[config.mk]
export PLATFORM = sky130hd
export DESIGN_NAME = drp_port
export DESIGN_NICKNAME = d
export VERILOG_FILES = /design/src/logic/drp_pkg.sv /design/src/logic/drp_rank_if.sv /design/src/logic/drp_tx_rank.sv /design/src/logic/drp_rx_rank.sv /design/src/logic/drp_port.sv
export SDC_FILE = /design/constraint.sdc
export NUM_CORES = 1
export LEC_CHECK = 0
export BUFFER_PORTS_ARGS = -buffer_cell sky130_fd_sc_hd__buf_2
export CAP_MARGIN = 0
export CELL_PAD_IN_SITES_DETAIL_PLACEMENT = 1
export CELL_PAD_IN_SITES_GLOBAL_PLACEMENT = 2
export CORE_MARGIN = 10
export CORE_UTILIZATION = 40
export CTS_BUF_LIST = sky130_fd_sc_hd__clkbuf_16
export DETAILED_ROUTE_END_ITERATION = 16
export PLACE_DENSITY = 0.9
export SYNTH_ARGS = -nofsm -noshare
export SYNTH_HDL_FRONTEND = slang
export SYNTH_HIERARCHICAL = 1
export SYNTH_SLANG_ARGS = --single-unit
[constraint.sdc]
create_clock -name ref_clk -period 12.2 [get_ports ref_clk]
set_clock_uncertainty 0.15 [all_clocks]
set_input_delay 2.44 -clock ref_clk [delete_from_list [all_inputs] [get_ports ref_clk]]
set_output_delay 2.44 -clock ref_clk [all_outputs]
set_load 0.1 [all_outputs]
[src/logic/drp_pkg.sv]
// shared constants of the dual rank highway port
package drp_pkg;
  // ----------------------------------------
  // widths
  // ----------------------------------------
  localparam int DW    = 16;
  localparam int AW    = 5;
  localparam int IRQ_W = 3;
  localparam int CTL_W = 17;

  // ----------------------------------------
  // register offsets (byte addresses)
  // ----------------------------------------
  localparam logic [AW-1:0] REG_CTRL     = 5'h00;
  localparam logic [AW-1:0] REG_IRQ_STAT = 5'h04;
  localparam logic [AW-1:0] REG_IRQ_EN   = 5'h08;
  localparam logic [AW-1:0] REG_IRQ_CLR  = 5'h0c;
  localparam logic [AW-1:0] REG_RX_WORD  = 5'h10;
  localparam logic [AW-1:0] REG_TX_WORD  = 5'h14;
  localparam logic [AW-1:0] REG_PIN_STAT = 5'h18;

  // ----------------------------------------
  // field positions
  // ----------------------------------------
  localparam int IRQ_RX   = 0;
  localparam int IRQ_TX   = 1;
  localparam int IRQ_PAR  = 2;
  localparam int CTRL_RXG = 0;
  // positions inside the synchronised pin vector
  localparam int P_SEL    = 0;
  localparam int P_LAT_LO = 1;
  localparam int P_LAT_HI = 2;
  localparam int P_LD_LO  = 3;
  localparam int P_LD_HI  = 4;
  localparam int P_RD_LO  = 5;
  localparam int P_RD_HI  = 6;
  localparam int P_ENC    = 7;
  localparam int P_RXSTB  = 8;
  localparam int P_PEN    = 9;
  localparam int P_RXL    = 10;
  localparam int P_ADDR   = 11;
  localparam int P_PAR    = 16;

  // ----------------------------------------
  // values after reset
  // ----------------------------------------
  localparam logic [CTL_W-1:0] SYNC_RST = 17'h002f9;
  localparam logic [DW-1:0]    WORD_RST = 16'h0000;
  localparam logic [IRQ_W-1:0] IRQ_RST  = 3'h0;
  localparam logic             CTRL_RST = 1'h1;
endpackage

[src/logic/drp_rank_if.sv]
// signals shared between the port top and its rank modules
`timescale 1ns/1ns
interface drp_rank_if;
  logic [drp_pkg::DW-1:0] hw_data;
  logic                   lat_lo;
  logic                   lat_hi;
  logic                   load_lo;
  logic                   load_hi;
  logic [drp_pkg::DW-1:0] tx_rank1;
  logic [drp_pkg::DW-1:0] tx_rank2;
  logic                   shift_n;
  logic                   bit_in;
  logic                   bit_vld;
  logic [drp_pkg::DW-1:0] rx_rank1;
  logic [drp_pkg::DW-1:0] rx_rank2;
  logic                   rx_done;

  modport top (output hw_data, lat_lo, lat_hi, load_lo, load_hi, shift_n, bit_in, bit_vld,
               input tx_rank1, tx_rank2, rx_rank1, rx_rank2, rx_done);
  modport tx  (input hw_data, lat_lo, lat_hi, load_lo, load_hi, output tx_rank1, tx_rank2);
  modport rx  (input shift_n, bit_in, bit_vld, output rx_rank1, rx_rank2, rx_done);
endinterface

[src/logic/drp_tx_rank.sv]
// two rank transmit register, loaded a byte at a time
`timescale 1ns/1ns
module drp_tx_rank (
  // clock and reset
  input wire logic ref_clk,
  input wire logic reset,
  // rank signals
  drp_rank_if.tx   rk
);
  logic [drp_pkg::DW-1:0] rank1_ff;
  logic [drp_pkg::DW-1:0] rank2_ff;

  // first rank follows the highway while its latch is open
  always_ff @(posedge ref_clk or posedge reset) begin
    if (reset) begin
      rank1_ff <= drp_pkg::WORD_RST;
    end else begin
      if (rk.lat_lo) rank1_ff[7:0] <= rk.hw_data[7:0];
      if (rk.lat_hi) rank1_ff[15:8] <= rk.hw_data[15:8];
    end
  end

  always_ff @(posedge ref_clk or posedge reset) begin
    if (reset) begin
      rank2_ff <= drp_pkg::WORD_RST;
    end else begin
      if (rk.load_lo) rank2_ff[7:0] <= rank1_ff[7:0];
      if (rk.load_hi) rank2_ff[15:8] <= rank1_ff[15:8];
    end
  end

  assign rk.tx_rank1 = rank1_ff;
  assign rk.tx_rank2 = rank2_ff;
endmodule

[src/logic/drp_rx_rank.sv]
// two rank receive register fed by the decoder bit stream
`timescale 1ns/1ns
module drp_rx_rank (
  // clock and reset
  input wire logic ref_clk,
  input wire logic reset,
  // rank signals
  drp_rank_if.rx   rk
);
  logic [drp_pkg::DW-1:0] rank1_ff;
  logic [drp_pkg::DW-1:0] rank2_ff;
  logic                   shift_n_ff;
  logic                   done_ff;
  logic                   xfer;

  assign xfer = rk.shift_n && !shift_n_ff;

  // bits enter msb first while shifting is indicated
  always_ff @(posedge ref_clk or posedge reset) begin
    if (reset) begin
      rank1_ff <= drp_pkg::WORD_RST;
    end else if (!rk.shift_n && rk.bit_vld) begin
      rank1_ff <= {rank1_ff[14:0], rk.bit_in};
    end
  end

  always_ff @(posedge ref_clk or posedge reset) begin
    if (reset) begin
      shift_n_ff <= 1'b1;
    end else begin
      shift_n_ff <= rk.shift_n;
    end
  end

  always_ff @(posedge ref_clk or posedge reset) begin
    if (reset) begin
      rank2_ff <= drp_pkg::WORD_RST;
      done_ff  <= 1'b0;
    end else begin
      if (xfer) rank2_ff <= rank1_ff;
      done_ff <= xfer;
    end
  end

  assign rk.rx_rank1 = rank1_ff;
  assign rk.rx_rank2 = rank2_ff;
  assign rk.rx_done  = done_ff;
endmodule

[src/logic/drp_port.sv]
// subsystem highway port: dual rank registers, strobes, parity flag
//
// Chosen here: the plain strobed port and the register addresses.
`timescale 1ns/1ns
module drp_port (
  // clock and reset
  input  wire logic                    ref_clk,
  input  wire logic                    reset,
  // register port
  input  wire logic [drp_pkg::AW-1:0]  reg_addr,
  input  wire logic [31:0]             reg_wdata,
  input  wire logic                    reg_wr,
  input  wire logic                    reg_rd,
  output logic      [31:0]             reg_rdata,
  output logic                         irq,
  // subsystem strobes
  input  wire logic                    port_select_n,
  input  wire logic                    tx_latch_lo,
  input  wire logic                    tx_latch_hi,
  input  wire logic                    tx_load_lo_n,
  input  wire logic                    tx_load_hi_n,
  input  wire logic                    rd_lo_n,
  input  wire logic                    rd_hi_n,
  input  wire logic                    encoder_go_n,
  input  wire logic                    rx_strobe_n,
  input  wire logic                    addr_parity_check_en_n,
  input  wire logic [4:0]              term_addr,
  input  wire logic                    term_addr_par,
  // data highway
  input  wire logic [drp_pkg::DW-1:0]  hw_in,
  output logic      [drp_pkg::DW-1:0]  hw_out,
  output logic      [drp_pkg::DW-1:0]  hw_oe_n,
  // receiver and decoder side
  input  wire logic                    rx_line_in,
  input  wire logic                    rx_shift_n,
  input  wire logic                    rx_bit,
  input  wire logic                    rx_bit_vld,
  output logic                         rx_line_out,
  // encoder side
  output logic                         encoder_start_n,
  output logic      [drp_pkg::DW-1:0]  tx_word,
  output logic                         odd_parity
);
  // ----------------------------------------
  // declarations
  // ----------------------------------------
  logic [drp_pkg::CTL_W-1:0] ctl_s1_ff;
  logic [drp_pkg::CTL_W-1:0] ctl_s2_ff;
  logic [drp_pkg::DW-1:0]    hw_s1_ff;
  logic [drp_pkg::DW-1:0]    hw_s2_ff;
  logic [drp_pkg::CTL_W-1:0] ctl_raw;
  logic                      sel_n_s;
  logic                      rd_lo_en;
  logic                      rd_hi_en;
  logic                      ld_lo_s;
  logic                      ld_hi_s;
  logic                      ld_any_ff;
  logic                      par_en_n_s;
  logic                      par_odd;
  logic                      par_flag;
  logic                      ctrl_rxg_ff;
  logic [drp_pkg::IRQ_W-1:0] irq_stat_ff;
  logic [drp_pkg::IRQ_W-1:0] irq_en_ff;
  logic [drp_pkg::IRQ_W-1:0] irq_evt;
  logic [drp_pkg::IRQ_W-1:0] irq_clr;
  logic [31:0]               nxt_rdata;
  logic                      rx_line_out_ff;
  logic                      enc_start_n_ff;
  logic                      odd_parity_ff;
  logic [drp_pkg::DW-1:0]    hw_out_ff;
  logic [drp_pkg::DW-1:0]    hw_oe_n_ff;
  logic [drp_pkg::DW-1:0]    tx_word_ff;
  logic [31:0]               rdata_ff;
  logic                      irq_ff;

  drp_rank_if rk ();

  // a read select only counts while the port is selected
  function automatic logic lane_en(input logic strobe_n, input logic sel_n);
    return !strobe_n && !sel_n;
  endfunction

  // ----------------------------------------
  // pin synchronisers
  // ----------------------------------------
  assign ctl_raw = {term_addr_par, term_addr, rx_line_in, addr_parity_check_en_n,
                    rx_strobe_n, encoder_go_n, rd_hi_n, rd_lo_n, tx_load_hi_n,
                    tx_load_lo_n, tx_latch_hi, tx_latch_lo, port_select_n};

  // idle levels at reset keep the highway released and loads locked
  always_ff @(posedge ref_clk or posedge reset) begin
    if (reset) begin
      ctl_s1_ff <= drp_pkg::SYNC_RST;
      ctl_s2_ff <= drp_pkg::SYNC_RST;
    end else begin
      ctl_s1_ff <= ctl_raw;
      ctl_s2_ff <= ctl_s1_ff;
    end
  end

  always_ff @(posedge ref_clk or posedge reset) begin
    if (reset) begin
      hw_s1_ff <= drp_pkg::WORD_RST;
      hw_s2_ff <= drp_pkg::WORD_RST;
    end else begin
      hw_s1_ff <= hw_in;
      hw_s2_ff <= hw_s1_ff;
    end
  end

  assign sel_n_s    = ctl_s2_ff[drp_pkg::P_SEL];
  assign rd_lo_en   = lane_en(ctl_s2_ff[drp_pkg::P_RD_LO], sel_n_s);
  assign rd_hi_en   = lane_en(ctl_s2_ff[drp_pkg::P_RD_HI], sel_n_s);
  assign ld_lo_s    = !ctl_s2_ff[drp_pkg::P_LD_LO];
  assign ld_hi_s    = !ctl_s2_ff[drp_pkg::P_LD_HI];
  assign par_en_n_s = ctl_s2_ff[drp_pkg::P_PEN];

  // ----------------------------------------
  // rank modules
  // ----------------------------------------
  assign rk.hw_data = hw_s2_ff;
  assign rk.lat_lo  = ctl_s2_ff[drp_pkg::P_LAT_LO] && !sel_n_s;
  assign rk.lat_hi  = ctl_s2_ff[drp_pkg::P_LAT_HI] && !sel_n_s;
  assign rk.load_lo = ld_lo_s;
  assign rk.load_hi = ld_hi_s;
  assign rk.shift_n = rx_shift_n;
  assign rk.bit_in  = rx_bit;
  assign rk.bit_vld = rx_bit_vld;

  drp_tx_rank u_tx (
    .ref_clk (ref_clk),
    .reset   (reset),
    .rk      (rk.tx)
  );

  drp_rx_rank u_rx (
    .ref_clk (ref_clk),
    .reset   (reset),
    .rk      (rk.rx)
  );

  // ----------------------------------------
  // data highway drive
  // ----------------------------------------
  // lanes not selected float so the subsystem can write
  always_ff @(posedge ref_clk or posedge reset) begin
    if (reset) begin
      hw_out_ff  <= drp_pkg::WORD_RST;
      hw_oe_n_ff <= ~drp_pkg::WORD_RST;
    end else begin
      hw_out_ff[7:0]   <= rd_lo_en ? rk.rx_rank2[7:0] : 8'h00;
      hw_oe_n_ff[7:0]  <= {8{!rd_lo_en}};
      hw_out_ff[15:8]  <= rd_hi_en ? rk.rx_rank2[15:8] : 8'h00;
      hw_oe_n_ff[15:8] <= {8{!rd_hi_en}};
    end
  end

  // ----------------------------------------
  // receiver gate, encoder start, parity
  // ----------------------------------------
  assign par_odd  = ^{ctl_s2_ff[drp_pkg::P_PAR], ctl_s2_ff[drp_pkg::P_ADDR +: 5]};
  assign par_flag = par_odd && !par_en_n_s;

  always_ff @(posedge ref_clk or posedge reset) begin
    if (reset) begin
      rx_line_out_ff <= 1'b0;
    end else begin
      rx_line_out_ff <= ctl_s2_ff[drp_pkg::P_RXL] && ctl_s2_ff[drp_pkg::P_RXSTB]
                        && ctrl_rxg_ff;
    end
  end

  always_ff @(posedge ref_clk or posedge reset) begin
    if (reset) begin
      enc_start_n_ff <= 1'b1;
    end else begin
      enc_start_n_ff <= !lane_en(ctl_s2_ff[drp_pkg::P_ENC], sel_n_s);
    end
  end

  always_ff @(posedge ref_clk or posedge reset) begin
    if (reset) begin
      odd_parity_ff <= 1'b0;
    end else begin
      odd_parity_ff <= par_flag;
    end
  end

  always_ff @(posedge ref_clk or posedge reset) begin
    if (reset) begin
      tx_word_ff <= drp_pkg::WORD_RST;
    end else begin
      tx_word_ff <= rk.tx_rank2;
    end
  end

  // ----------------------------------------
  // interrupt status
  // ----------------------------------------
  always_ff @(posedge ref_clk or posedge reset) begin
    if (reset) begin
      ld_any_ff <= 1'b0;
    end else begin
      ld_any_ff <= ld_lo_s || ld_hi_s;
    end
  end

  assign irq_evt[drp_pkg::IRQ_RX]  = rk.rx_done;
  assign irq_evt[drp_pkg::IRQ_TX]  = (ld_lo_s || ld_hi_s) && !ld_any_ff;
  assign irq_evt[drp_pkg::IRQ_PAR] = par_flag && !odd_parity_ff;
  assign irq_clr = (reg_wr && reg_addr == drp_pkg::REG_IRQ_CLR) ?
                   reg_wdata[drp_pkg::IRQ_W-1:0] : drp_pkg::IRQ_RST;

  // a new event outranks a clear in the same cycle
  always_ff @(posedge ref_clk or posedge reset) begin
    if (reset) begin
      irq_stat_ff <= drp_pkg::IRQ_RST;
    end else begin
      irq_stat_ff <= (irq_stat_ff & ~irq_clr) | irq_evt;
    end
  end

  always_ff @(posedge ref_clk or posedge reset) begin
    if (reset) begin
      irq_ff <= 1'b0;
    end else begin
      irq_ff <= |(((irq_stat_ff & ~irq_clr) | irq_evt) & irq_en_ff);
    end
  end

  // ----------------------------------------
  // register port
  // ----------------------------------------
  always_ff @(posedge ref_clk or posedge reset) begin
    if (reset) begin
      ctrl_rxg_ff <= drp_pkg::CTRL_RST;
      irq_en_ff   <= drp_pkg::IRQ_RST;
    end else if (reg_wr) begin
      if (reg_addr == drp_pkg::REG_CTRL) ctrl_rxg_ff <= reg_wdata[drp_pkg::CTRL_RXG];
      if (reg_addr == drp_pkg::REG_IRQ_EN) irq_en_ff <= reg_wdata[drp_pkg::IRQ_W-1:0];
    end
  end

  always_comb begin
    nxt_rdata = 32'h0000_0000;
    case (reg_addr)
      drp_pkg::REG_CTRL:     nxt_rdata[drp_pkg::CTRL_RXG] = ctrl_rxg_ff;
      drp_pkg::REG_IRQ_STAT: nxt_rdata[drp_pkg::IRQ_W-1:0] = irq_stat_ff;
      drp_pkg::REG_IRQ_EN:   nxt_rdata[drp_pkg::IRQ_W-1:0] = irq_en_ff;
      drp_pkg::REG_RX_WORD:  nxt_rdata[drp_pkg::DW-1:0] = rk.rx_rank2;
      drp_pkg::REG_TX_WORD:  nxt_rdata[drp_pkg::DW-1:0] = rk.tx_rank2;
      drp_pkg::REG_PIN_STAT: nxt_rdata[drp_pkg::CTL_W-1:0] = ctl_s2_ff;
      default:               nxt_rdata = 32'h0000_0000;
    endcase
  end

  // read data valid only in the cycle after the strobe
  always_ff @(posedge ref_clk or posedge reset) begin
    if (reset) begin
      rdata_ff <= 32'h0000_0000;
    end else begin
      rdata_ff <= reg_rd ? nxt_rdata : 32'h0000_0000;
    end
  end

  assign reg_rdata       = rdata_ff;
  assign irq             = irq_ff;
  assign hw_out          = hw_out_ff;
  assign hw_oe_n         = hw_oe_n_ff;
  assign rx_line_out     = rx_line_out_ff;
  assign encoder_start_n = enc_start_n_ff;
  assign tx_word         = tx_word_ff;
  assign odd_parity      = odd_parity_ff;
endmodule

==> flow_metrics.env, run 1 <==
export IMPL_cts_resized=0
export IMPL_period_needed_ps=4054
export IMPL_grt_usage_pct=13.94
export IMPL_synth_top_family_by_area="multiplexers"
export IMPL_rsz0062_at_grt="no"
export IMPL_power_mw=1.757
export IMPL_drive_above_1_share_pct=43.75
export IMPL_cp_max_fo=8
export IMPL_synth_fa_ha_area_share_pct=0
export IMPL_max_stage_delay_ps=580
export IMPL_synth_ff_type="dfrtp_1"
export IMPL_die_h_um=152.8
export IMPL_status="completed"
export IMPL_first_pass_iters=4
export IMPL_drtIter0Drc=214
export IMPL_netlist_area_mm2=0.007058
export IMPL_hold_buffers=0
export IMPL_synth_compound_area_share_pct=2.393
export IMPL_gp_congestion=0.7747
export IMPL_clockBufferDepth=2
export IMPL_finalMaxSlewViolations=0
export IMPL_vias=3638
export IMPL_numCtsBuffers=17
export IMPL_critPathBufInv=1
export IMPL_cp_required_ps=9610
export IMPL_synth_simple_area_share_pct=6.045
export IMPL_synth_area_per_cell_um2=16.11
export IMPL_hp_class="reg -> reg"
export IMPL_hpwl_mm=11.69
export IMPL_core_mm2=0.01730
export IMPL_worstPathArrival_ps=1460
export IMPL_setup_viol=0
export IMPL_postCtsSetupRepairBufs=0
export IMPL_drv_cap=0
export IMPL_fp_dieW_um=152.8
export IMPL_ctsRootBufferMaster="clkbuf_16"
export IMPL_path_delay_family="flip-flops"
export IMPL_fmax_ghz=0.2467
export IMPL_viasPerCell=4.628
export IMPL_dieArea_mm2=0.02336
export IMPL_tightest_slew_ps=1137
export IMPL_io_buffer_count=116
export IMPL_critical_path_slowest_cell="dfstp_2"
export IMPL_power_leakage_nw=4.054
export IMPL_hold_viol_final=0
export IMPL_synthCells=438
export IMPL_path_clk_slew_ps=70
export IMPL_vdd_drop_max_mv=0.1064
export IMPL_timing_slew_headroom_pct=24.02
export IMPL_final_common_cell="dfrtp_1"
export IMPL_ys_seq_elements=195
export IMPL_seq_area_frac_synth_pct=69.47
export IMPL_drc=0
export IMPL_synth_xor_area_share_pct=0.6914
export IMPL_start_util_pct=40.81
export IMPL_mostFrequentLayoutCells="dfrtp_1 (176), buf_2 (116), mux2_4 (54), nor2_1 (33), dfstp_2 (19)"
export IMPL_tns_ps=0
export IMPL_grt_start_max_net_pins=84
export IMPL_rows=48
export IMPL_globalRouteOverflowTotal=0
export IMPL_synth_area_mux_share_pct=15.88
export IMPL_routedWlPerCell_um=20.36
export IMPL_worstSetupPathType="reg -> out"
export IMPL_antenna_found_initial=1
export IMPL_fin_crit_sh_pct=33.23
export IMPL_cts_tree="yes"
export IMPL_cts_sinks=195
export IMPL_drt_wl_total_mm=16.00
export IMPL_grt_pass1_wl_mm=25.30
export IMPL_crit_chain="buf_2"
export IMPL_synth_edff_count=0
export IMPL_grt_pass1_vias=4275
export IMPL_synthToLayoutAreaGrowth_pct=16.81
export IMPL_cts_htree_levels=4
export IMPL_fill_cells=1746
export IMPL_clock_latency_ps=440
export IMPL_cp_end_kind="output pin"
export IMPL_nets=624
export IMPL_io_pins=161
export IMPL_ys_async_sr_fraction_pct=100.0
export IMPL_startpoint_type="flip-flop"
export IMPL_yosysWarnings=6
export IMPL_final_antenna_net_count=0
export IMPL_synth_cell_types=45
export IMPL_power_density_mw_per_mm2=213.2
through the flow:
| stage | utilization (%) | setup WS, ps | hold slack (ps) | area (um2) | instances |
|---|---|---|---|---|---|
| 3_3_place_gp | 44.18 | 7902 | 185.0 | 7642 | 753 |
| 2_1_floorplan | - | 6199 | 181.2 | 7111 | 452 |
| 4_1_cts | 47.65 | 8120 | 200.3 | 8242 | 785 |
| 5_1_grt | 47.66 | 8099 | 198.7 | 8244 | 786 |
| 3_5_place_dp | 44.18 | 7911 | 186.2 | 7642 | 753 |
| 6_report | 47.66 | 8146 | 201.4 | 8244 | 786 |
synthesized netlist by cell type (all sizes together), types with 2 or more instances:
| library cell | count | area share (%) |
|---|---|---|
| a21oi | 14 | 0.99 |
| a22oi | 2 | 0.21 |
| a31oi | 2 | 0.18 |
| a32oi | 2 | 0.25 |
| and2 | 17 | 1.5 |
| and3 | 3 | 0.27 |
| buf | 41 | 4.9 |
| clkbuf | 2 | 0.11 |
| dfrtp | 176 | 62 |
| dfstp | 19 | 7.1 |
| inv | 8 | 0.43 |
| mux2 | 68 | 14 |
| mux2i | 13 | 1.8 |
| nand2 | 5 | 0.30 |
| nand2b | 3 | 0.37 |
| nand4 | 3 | 0.27 |
| nor2 | 33 | 1.8 |
| nor2b | 6 | 0.53 |
| nor3 | 2 | 0.30 |
| xnor2 | 2 | 0.25 |
layout make-up:
cell class                 count  area [um2]  area share, %
sequential                   195        4903          59.48
multi-input combinational    206        1822          22.10
timing repair buffer         119       603.1          7.315
clock buffer                  17       425.4          5.160
tap                          225       281.5          3.415
clock inverter                15       173.9          2.110
inverter                       8       32.53         0.3946
antenna                        1       2.502        0.03035
report_power, final:
| group | switching [mW] | internal [mW] | total (mW) |
|---|---|---|---|
| clock | 0.251 | 0.308 | 0.558 |
| combinational | 0.264 | 0.118 | 0.382 |
| sequential | 0.0705 | 0.747 | 0.817 |
cell families (layout without fill, tap and decap cells):
kind of cell,after synthesis,count (layout)
other cells,1,16
xor+xnor,4,4
compound gates,26,26
buf+inv,51,159
simple gates,79,79
mux,82,82
flops,195,195
final timing paths:
| path | startpoint | to | slack (ps) | depth (start not counted) |
|---|---|---|---|---|
| min in group asynchronous | reset | hw_out[13]$_DFF_PP0_ | 1950 | 2 |
| max | hw_oe_n[7]$_DFF_PP1_ | hw_oe_n[1] | 8150 | 1 |
| min reg2reg | hw_s1_ff[3]$_DFF_PP0_ | hw_s2_ff[3]$_DFF_PP0_ | 200 | 0 |
| max in group asynchronous | reset | hw_out[1]$_DFF_PP0_ | 8490 | 3 |
| max reg2reg | u_rx/shift_n_ff$_DFF_PP1_ | u_rx/rk.rx_rank2[2]$_DFFE_PP0P_ | 10220 | 2 |
| min | hw_s1_ff[3]$_DFF_PP0_ | hw_s2_ff[3]$_DFF_PP0_ | 200 | 0 |
flip-flops by register name, summed over array words and instances (netlist names):
| signal | count |
|---|---|
| hw_s2_ff | 16 |
| u_rx/rk.rx_rank1 | 16 |
| u_rx/rk.rx_done | 1 |
| u_tx/rk.tx_rank1 | 16 |
| irq | 1 |
| u_rx/rk.rx_rank2 | 16 |
| ctl_s1_ff | 17 |
| ld_any_ff | 1 |
| hw_s1_ff | 16 |
| encoder_start_n | 1 |
| irq_stat_ff | 3 |
| u_rx/shift_n_ff | 1 |
| reg_rdata | 17 |
| ctrl_rxg_ff | 1 |
| hw_oe_n | 2 |
| odd_parity | 1 |
| hw_out | 16 |
| rx_line_out | 1 |
| irq_en_ff | 3 |
| u_tx/rk.tx_rank2 | 16 |
| tx_word | 16 |
| ctl_s2_ff | 17 |
layer usage:
layer  wire length, um  part of all wire, %  track usage, %  vias to the layer above
li1                  -                    -               -                     1637
met1              6741                   42           16.36                     1900
met2              8313                   52           23.38                       80
met3               636                  4.0           3.816                       21
met4               309                  1.9           6.222                        0
met5                 0                    0               0                        -
Power figures use the tool's default switching activity.
==> inputs of run 2 (changes only) <==
--- a/config.mk
+++ b/config.mk
@@ -5,15 +5,16 @@
 export SDC_FILE = /design/constraint.sdc
 export NUM_CORES = 1
 export LEC_CHECK = 0
+export ABC_AREA = 1
 export BUFFER_PORTS_ARGS = -buffer_cell sky130_fd_sc_hd__buf_2
 export CAP_MARGIN = 0
 export CELL_PAD_IN_SITES_DETAIL_PLACEMENT = 1
 export CELL_PAD_IN_SITES_GLOBAL_PLACEMENT = 2
 export CORE_MARGIN = 10
-export CORE_UTILIZATION = 40
+export CORE_UTILIZATION = 34
 export CTS_BUF_LIST = sky130_fd_sc_hd__clkbuf_16
 export DETAILED_ROUTE_END_ITERATION = 16
-export PLACE_DENSITY = 0.9
+export PLACE_DENSITY = 0.86
 export SYNTH_ARGS = -nofsm -noshare
 export SYNTH_HDL_FRONTEND = slang
 export SYNTH_HIERARCHICAL = 1
==> constraint.sdc (replaced) <==
create_clock -name ref_clk -period 3.9 [get_ports ref_clk]
set_clock_uncertainty 0.15 [all_clocks]
set_input_delay 0.78 -clock ref_clk [delete_from_list [all_inputs] [get_ports ref_clk]]
set_output_delay 0.78 -clock ref_clk [all_outputs]
set_load 0.1 [all_outputs]
==> flow_metrics.env, run 2 <==
export IMPL_period_needed_ps=2397
export IMPL_critPathBufInv=1
export IMPL_r2r_cells=4
export IMPL_postCtsSetupRepairBufs=0
export IMPL_grt_pass1_wl_mm=27.47
export IMPL_viasPerCell=4.349
export IMPL_vias=4536
export IMPL_seq_area_frac_synth_pct=69.80
export IMPL_diodes=0
export IMPL_netlist_area_mm2=0.007025
export IMPL_place_ws_ps=1398
export IMPL_holdWs_ps=198.7
export IMPL_synth_ff_type="dfrtp_1"
export IMPL_grt_start_max_net_pins=78
export IMPL_synth_commonest_cells="nand2_1 (229), dfrtp_1 (176), inv_1 (55)"
export IMPL_min_path_cells=0
export IMPL_synth_area_per_cell_um2=10.74
export IMPL_rsz0062_at_grt="no"
export IMPL_ctsRootBufferMaster="clkbuf_16"
export IMPL_nets=837
export IMPL_drv_cap=0
export IMPL_yosysWarnings=6
export IMPL_worst_slack_ps=1503
export IMPL_place_inst=1011
export IMPL_ys_async_sr_fraction_pct=100.0
export IMPL_tightest_slew_ps=724.2
export IMPL_synthToLayoutAreaGrowth_pct=17.26
export IMPL_hpwl_mm=12.61
export IMPL_cts_htree_levels=4
export IMPL_drtIter0Drc=242
export IMPL_cp_required_ps=2970
export IMPL_cts_resized=0
export IMPL_status="completed"
export IMPL_timing_slew_headroom_pct=51.54
export IMPL_fp_dieW_um=163.7
export IMPL_worstSetupPathType="reg -> out"
export IMPL_first_pass_iters=4
export IMPL_fmax_ghz=0.4173
export IMPL_critical_path_slowest_cell="dfstp_2"
export IMPL_dieArea_mm2=0.02681
export IMPL_cp_max_fo=8
export IMPL_startpoint_type="flip-flop"
export IMPL_gp_congestion=0.7773
export IMPL_io_pins=161
export IMPL_synth_cell_types=30
export IMPL_path_delay_family="flip-flops"
export IMPL_postLayoutCellArea_mm2=0.008238
export IMPL_numCtsBuffers=17
export IMPL_fin_crit_sh_pct=61.45
export IMPL_power_mw=4.816
export IMPL_drt_wl_total_mm=17.30
export IMPL_regArea_mm2=0.004903
export IMPL_clock_latency_ps=430
export IMPL_antenna_found_initial=0
export IMPL_hold_viol_final=0
export IMPL_crit_chain="buf_2"
export IMPL_io_buffer_count=116
export IMPL_multiInputGateArea_mm2=0.001554
export IMPL_synth_top_area_cell="dfrtp_1"
export IMPL_final_common_cell="nand2_1"
export IMPL_tns_ps=0
export IMPL_fin_cells=1043
export IMPL_start_util_pct=34.61
export IMPL_ys_seq_elements=195
export IMPL_synthCells=654
export IMPL_cts_sinks=195
export IMPL_mostFrequentLayoutCells="nand2_1 (229), dfrtp_1 (176), buf_2 (116), inv_1 (55), nand3_1 (39)"
export IMPL_grt_usage_pct=13.31
export IMPL_path_clk_slew_ps=70
export IMPL_placed_area_mm2=0.007665
export IMPL_hp_class="reg -> reg"
export IMPL_hold_buffers=0
export IMPL_clockBufferDepth=2
export IMPL_setup_viol=0
export IMPL_cp_end_kind="output pin"
export IMPL_synth_top_area_share_pct=62.69
export IMPL_core_mm2=0.02030
export IMPL_fin_util_pct=40.58
export IMPL_power_density_mw_per_mm2=584.6
export IMPL_vdd_drop_max_mv=0.2607
export IMPL_cts_tree="yes"
export IMPL_final_antenna_net_count=0
export IMPL_routedWlPerCell_um=16.59
export IMPL_fill_cells=2326
export IMPL_drc=0
export IMPL_cp_depth=1
export IMPL_yosysMostFrequentCell="nand2_1"
export IMPL_synth_edff_count=0
export IMPL_ys_top_cells_by_area="dfrtp_1 (63%), nand2_1 (12%), dfstp_2 (7.1%)"
export IMPL_worstPathArrival_ps=1470
export IMPL_finalMaxSlewViolations=0
export IMPL_rows=52
export IMPL_grt_pass1_vias=4917
export IMPL_power_leakage_nw=4.399
export IMPL_max_stage_delay_ps=590
export IMPL_globalRouteOverflowTotal=0
export IMPL_die_h_um=163.7
export IMPL_drive_above_1_share_pct=24.97
[run 2: final timing paths]
path,startpoint,endpoint,slack (ps)
setup / recovery,hw_oe_n[7]$_DFF_PP1_,hw_oe_n[3],1500
hold / removal,ctl_s1_ff[12]$_DFF_PP0_,ctl_s2_ff[12]$_DFF_PP0_,200
setup reg to reg,ctl_s2_ff[0]$_DFF_PP1_,u_tx/rk.tx_rank1[13]$_DFFE_PP0P_,2260
hold reg to reg,ctl_s1_ff[12]$_DFF_PP0_,ctl_s2_ff[12]$_DFF_PP0_,200
max in group asynchronous,reset,ctl_s2_ff[3]$_DFF_PP1_,2490
min in group asynchronous,reset,ctl_s1_ff[2]$_DFF_PP0_,290
[run 2: cells by family (layout without fill, tap and decap cells)]
kind of cell	Yosys count	count (layout)	synth area share (%)
simple gates	318	318	18.56
flops	195	195	69.80
buf+inv	110	215	8.833
compound gates	29	29	2.636
other cells	1	15	0.05338
xor+xnor	1	1	0.1247
[run 2: power by group]
group / switching, mW / internal [mW] / total (mW)
clock: 0.800 / 0.901 / 1.70
combinational: 0.657 / 0.125 / 0.782
sequential: 0.113 / 2.22 / 2.33
total: 1.57 / 3.25 / 4.82
[run 2: area by class of cell]
type | count | share of cell area [%]
multi-input cells | 363 | 18.86
repair buffers | 120 | 7.564
well taps | 270 | 4.101
flip-flops and latches | 195 | 59.52
clock buffers | 17 | 5.164
inverters | 63 | 2.992
clock inverters | 15 | 1.792
[run 2: layer usage]
| metal | part of all wire (%) | up-vias | global-route usage, % |
|---|---|---|---|
| li1 | - | 2166 | - |
| met1 | 45 | 2235 | 16.84 |
| met2 | 47 | 116 | 21.63 |
| met3 | 5.7 | 19 | 3.630 |
| met4 | 1.4 | 0 | 4.427 |
| met5 | 0 | - | 0 |
==> inputs of run 3 (changes only) <==
==> constraint.sdc (replaced) <==
create_clock -name ref_clk -period 2.3 [get_ports ref_clk]
set_clock_uncertainty 0.15 [all_clocks]
set_input_delay 0.46 -clock ref_clk [delete_from_list [all_inputs] [get_ports ref_clk]]
set_output_delay 0.46 -clock ref_clk [all_outputs]
set_load 0.1 [all_outputs]
==> flow_metrics.env, run 3 (same netlist as run 2, synthesis figures left out) <==
export IMPL_worstPathArrival_ps=1480
export IMPL_globalRouteOverflowTotal=0
export IMPL_cts_tree="yes"
export IMPL_cp_end_kind="output pin"
export IMPL_clock_latency_ps=440
export IMPL_startpoint_type="flip-flop"
export IMPL_grt_usage_pct=13.86
export IMPL_start_util_pct=34.61
export IMPL_drt_wl_total_mm=17.98
export IMPL_power_mw=8.447
export IMPL_final_common_cell="nand2_1"
export IMPL_min_path_cells=3
export IMPL_hold_viol_final=0
export IMPL_tightest_slew_ps=526.5
export IMPL_cp_max_fo=8
export IMPL_max_stage_delay_ps=590
export IMPL_mostFrequentLayoutCells="nand2_1 (229), dfrtp_1 (176), buf_2 (116), inv_1 (54), nand3_1 (39)"
export IMPL_period_needed_ps=2089
export IMPL_path_clk_slew_ps=70
export IMPL_antenna_found_initial=1
export IMPL_first_pass_iters=4
export IMPL_power_leakage_nw=4.585
export IMPL_timing_slew_headroom_pct=64.77
export IMPL_final_antenna_net_count=0
export IMPL_setup_viol=0
export IMPL_grt_start_max_net_pins=46
export IMPL_finalMaxSlewViolations=0
export IMPL_power_density_mw_per_mm2=973.4
export IMPL_drive_above_1_share_pct=24.51
export IMPL_critical_path_slowest_cell="dfstp_2"
export IMPL_vdd_drop_max_mv=0.4585
export IMPL_ctsRootBufferMaster="clkbuf_16"
export IMPL_rows=52
export IMPL_nets=877
export IMPL_routedWlPerCell_um=16.60
export IMPL_fmax_ghz=0.4787
export IMPL_io_buffer_count=116
export IMPL_critPathBufInv=1
export IMPL_r2r_slack_ps=860
export IMPL_cp_required_ps=1690
export IMPL_cts_htree_levels=4
export IMPL_core_mm2=0.02030
export IMPL_dieArea_mm2=0.02681
export IMPL_cts_resized=0
export IMPL_holdWs_ps=114.4
export IMPL_hpwl_mm=12.86
export IMPL_tns_ps=0
export IMPL_status="completed"
export IMPL_grt_pass1_vias=5181
export IMPL_rr_endpoint="u_tx/rk.tx_rank1[0]$_DFFE_PP0P_"
export IMPL_cp_startpoint="hw_oe_n[7]$_DFF_PP1_"
export IMPL_grt_pass1_wl_mm=28.64
export IMPL_hold_buffers=34
export IMPL_die_h_um=163.7
export IMPL_crit_chain="buf_2"
export IMPL_path_delay_family="flip-flops"
export IMPL_fp_dieW_um=163.7
export IMPL_clockBufferDepth=2
export IMPL_drtIter0Drc=257
export IMPL_viasPerCell=4.354
export IMPL_numCtsBuffers=17
export IMPL_worstSetupPathType="reg -> out"
export IMPL_gp_congestion=0.7943
export IMPL_hold_start="rx_bit"
export IMPL_cts_sinks=195
export IMPL_whs_endpoint="u_rx/rk.rx_rank1[0]$_DFFE_PP0P_"
export IMPL_timing_rr_start="ctl_s2_ff[1]$_DFF_PP0_"
export IMPL_hp_class="in -> reg"
export IMPL_synthToLayoutAreaGrowth_pct=23.53
export IMPL_vias=4715
export IMPL_drv_cap=0
export IMPL_drc=0
export IMPL_rsz0062_at_grt="no"
export IMPL_r2r_cells=5
export IMPL_postCtsSetupRepairBufs=0
export IMPL_fin_crit_sh_pct=90.82
export IMPL_io_pins=161
[run 3: final cells by class]
class                           instances  area (um2)
Timing Repair Buffer                  160        1021
Clock inverter                         14       187.7
Inverter                               63       246.5
Multi-Input combinational cell        363        1554
Fill cell                            2281       11620
Antenna cell                            1       2.502
Clock buffer                           17       425.4
Tap cell                              270       337.8
Sequential cell                       195        4903
[run 3: metrics by stage]
step	instances	setup WS [ps]	utilization, %	instance area (um2)
2_1_floorplan	668	109.5	-	7082
3_3_place_gp	1017	394.2	38.04	7722
3_5_place_dp	1017	370.8	38.04	7722
4_1_cts	1082	186.1	42.74	8676
5_1_grt	1082	154.3	42.74	8676
6_report	1083	211.1	42.75	8678
[run 3: worst reg2reg max path, cell delays in order, from the launching register on]
cell and delay, ps:
dfrtp_1 390, inv_1 50, nor2_1 410, inv_2 170, nand2_1 100, nand2_1 60
[run 3: worst max path at each step]
stage	to	cells after the start
final	hw_oe_n[3]	1
after global routing	hw_oe_n[3]	1
after CTS	hw_oe_n[3]	1
after detailed placement	reg_rdata[0]$_DFF_PP0_	8
after global placement	irq_en_ff[0]$_DFFE_PP0P_	7
after floorplan	ctl_s1_ff[10]$_DFF_PP0_	1
[run 3: report_power, final]
part           internal [mW]  switching [mW]
logic                  0.257            1.13
clock network           1.74            1.36
registers               3.76           0.196
total                   5.76            2.68
[run 3: routing by layer]
layer | part of all wire [%] | global-route usage, % | vias up | wire length [um]
li1 | - | - | 2247 | -
met1 | 44 | 16.96 | 2325 | 7940
met2 | 48 | 22.60 | 125 | 8673
met3 | 6.0 | 4.531 | 18 | 1079
met4 | 1.6 | 4.752 | 0 | 289
met5 | 0 | 0 | - | 0
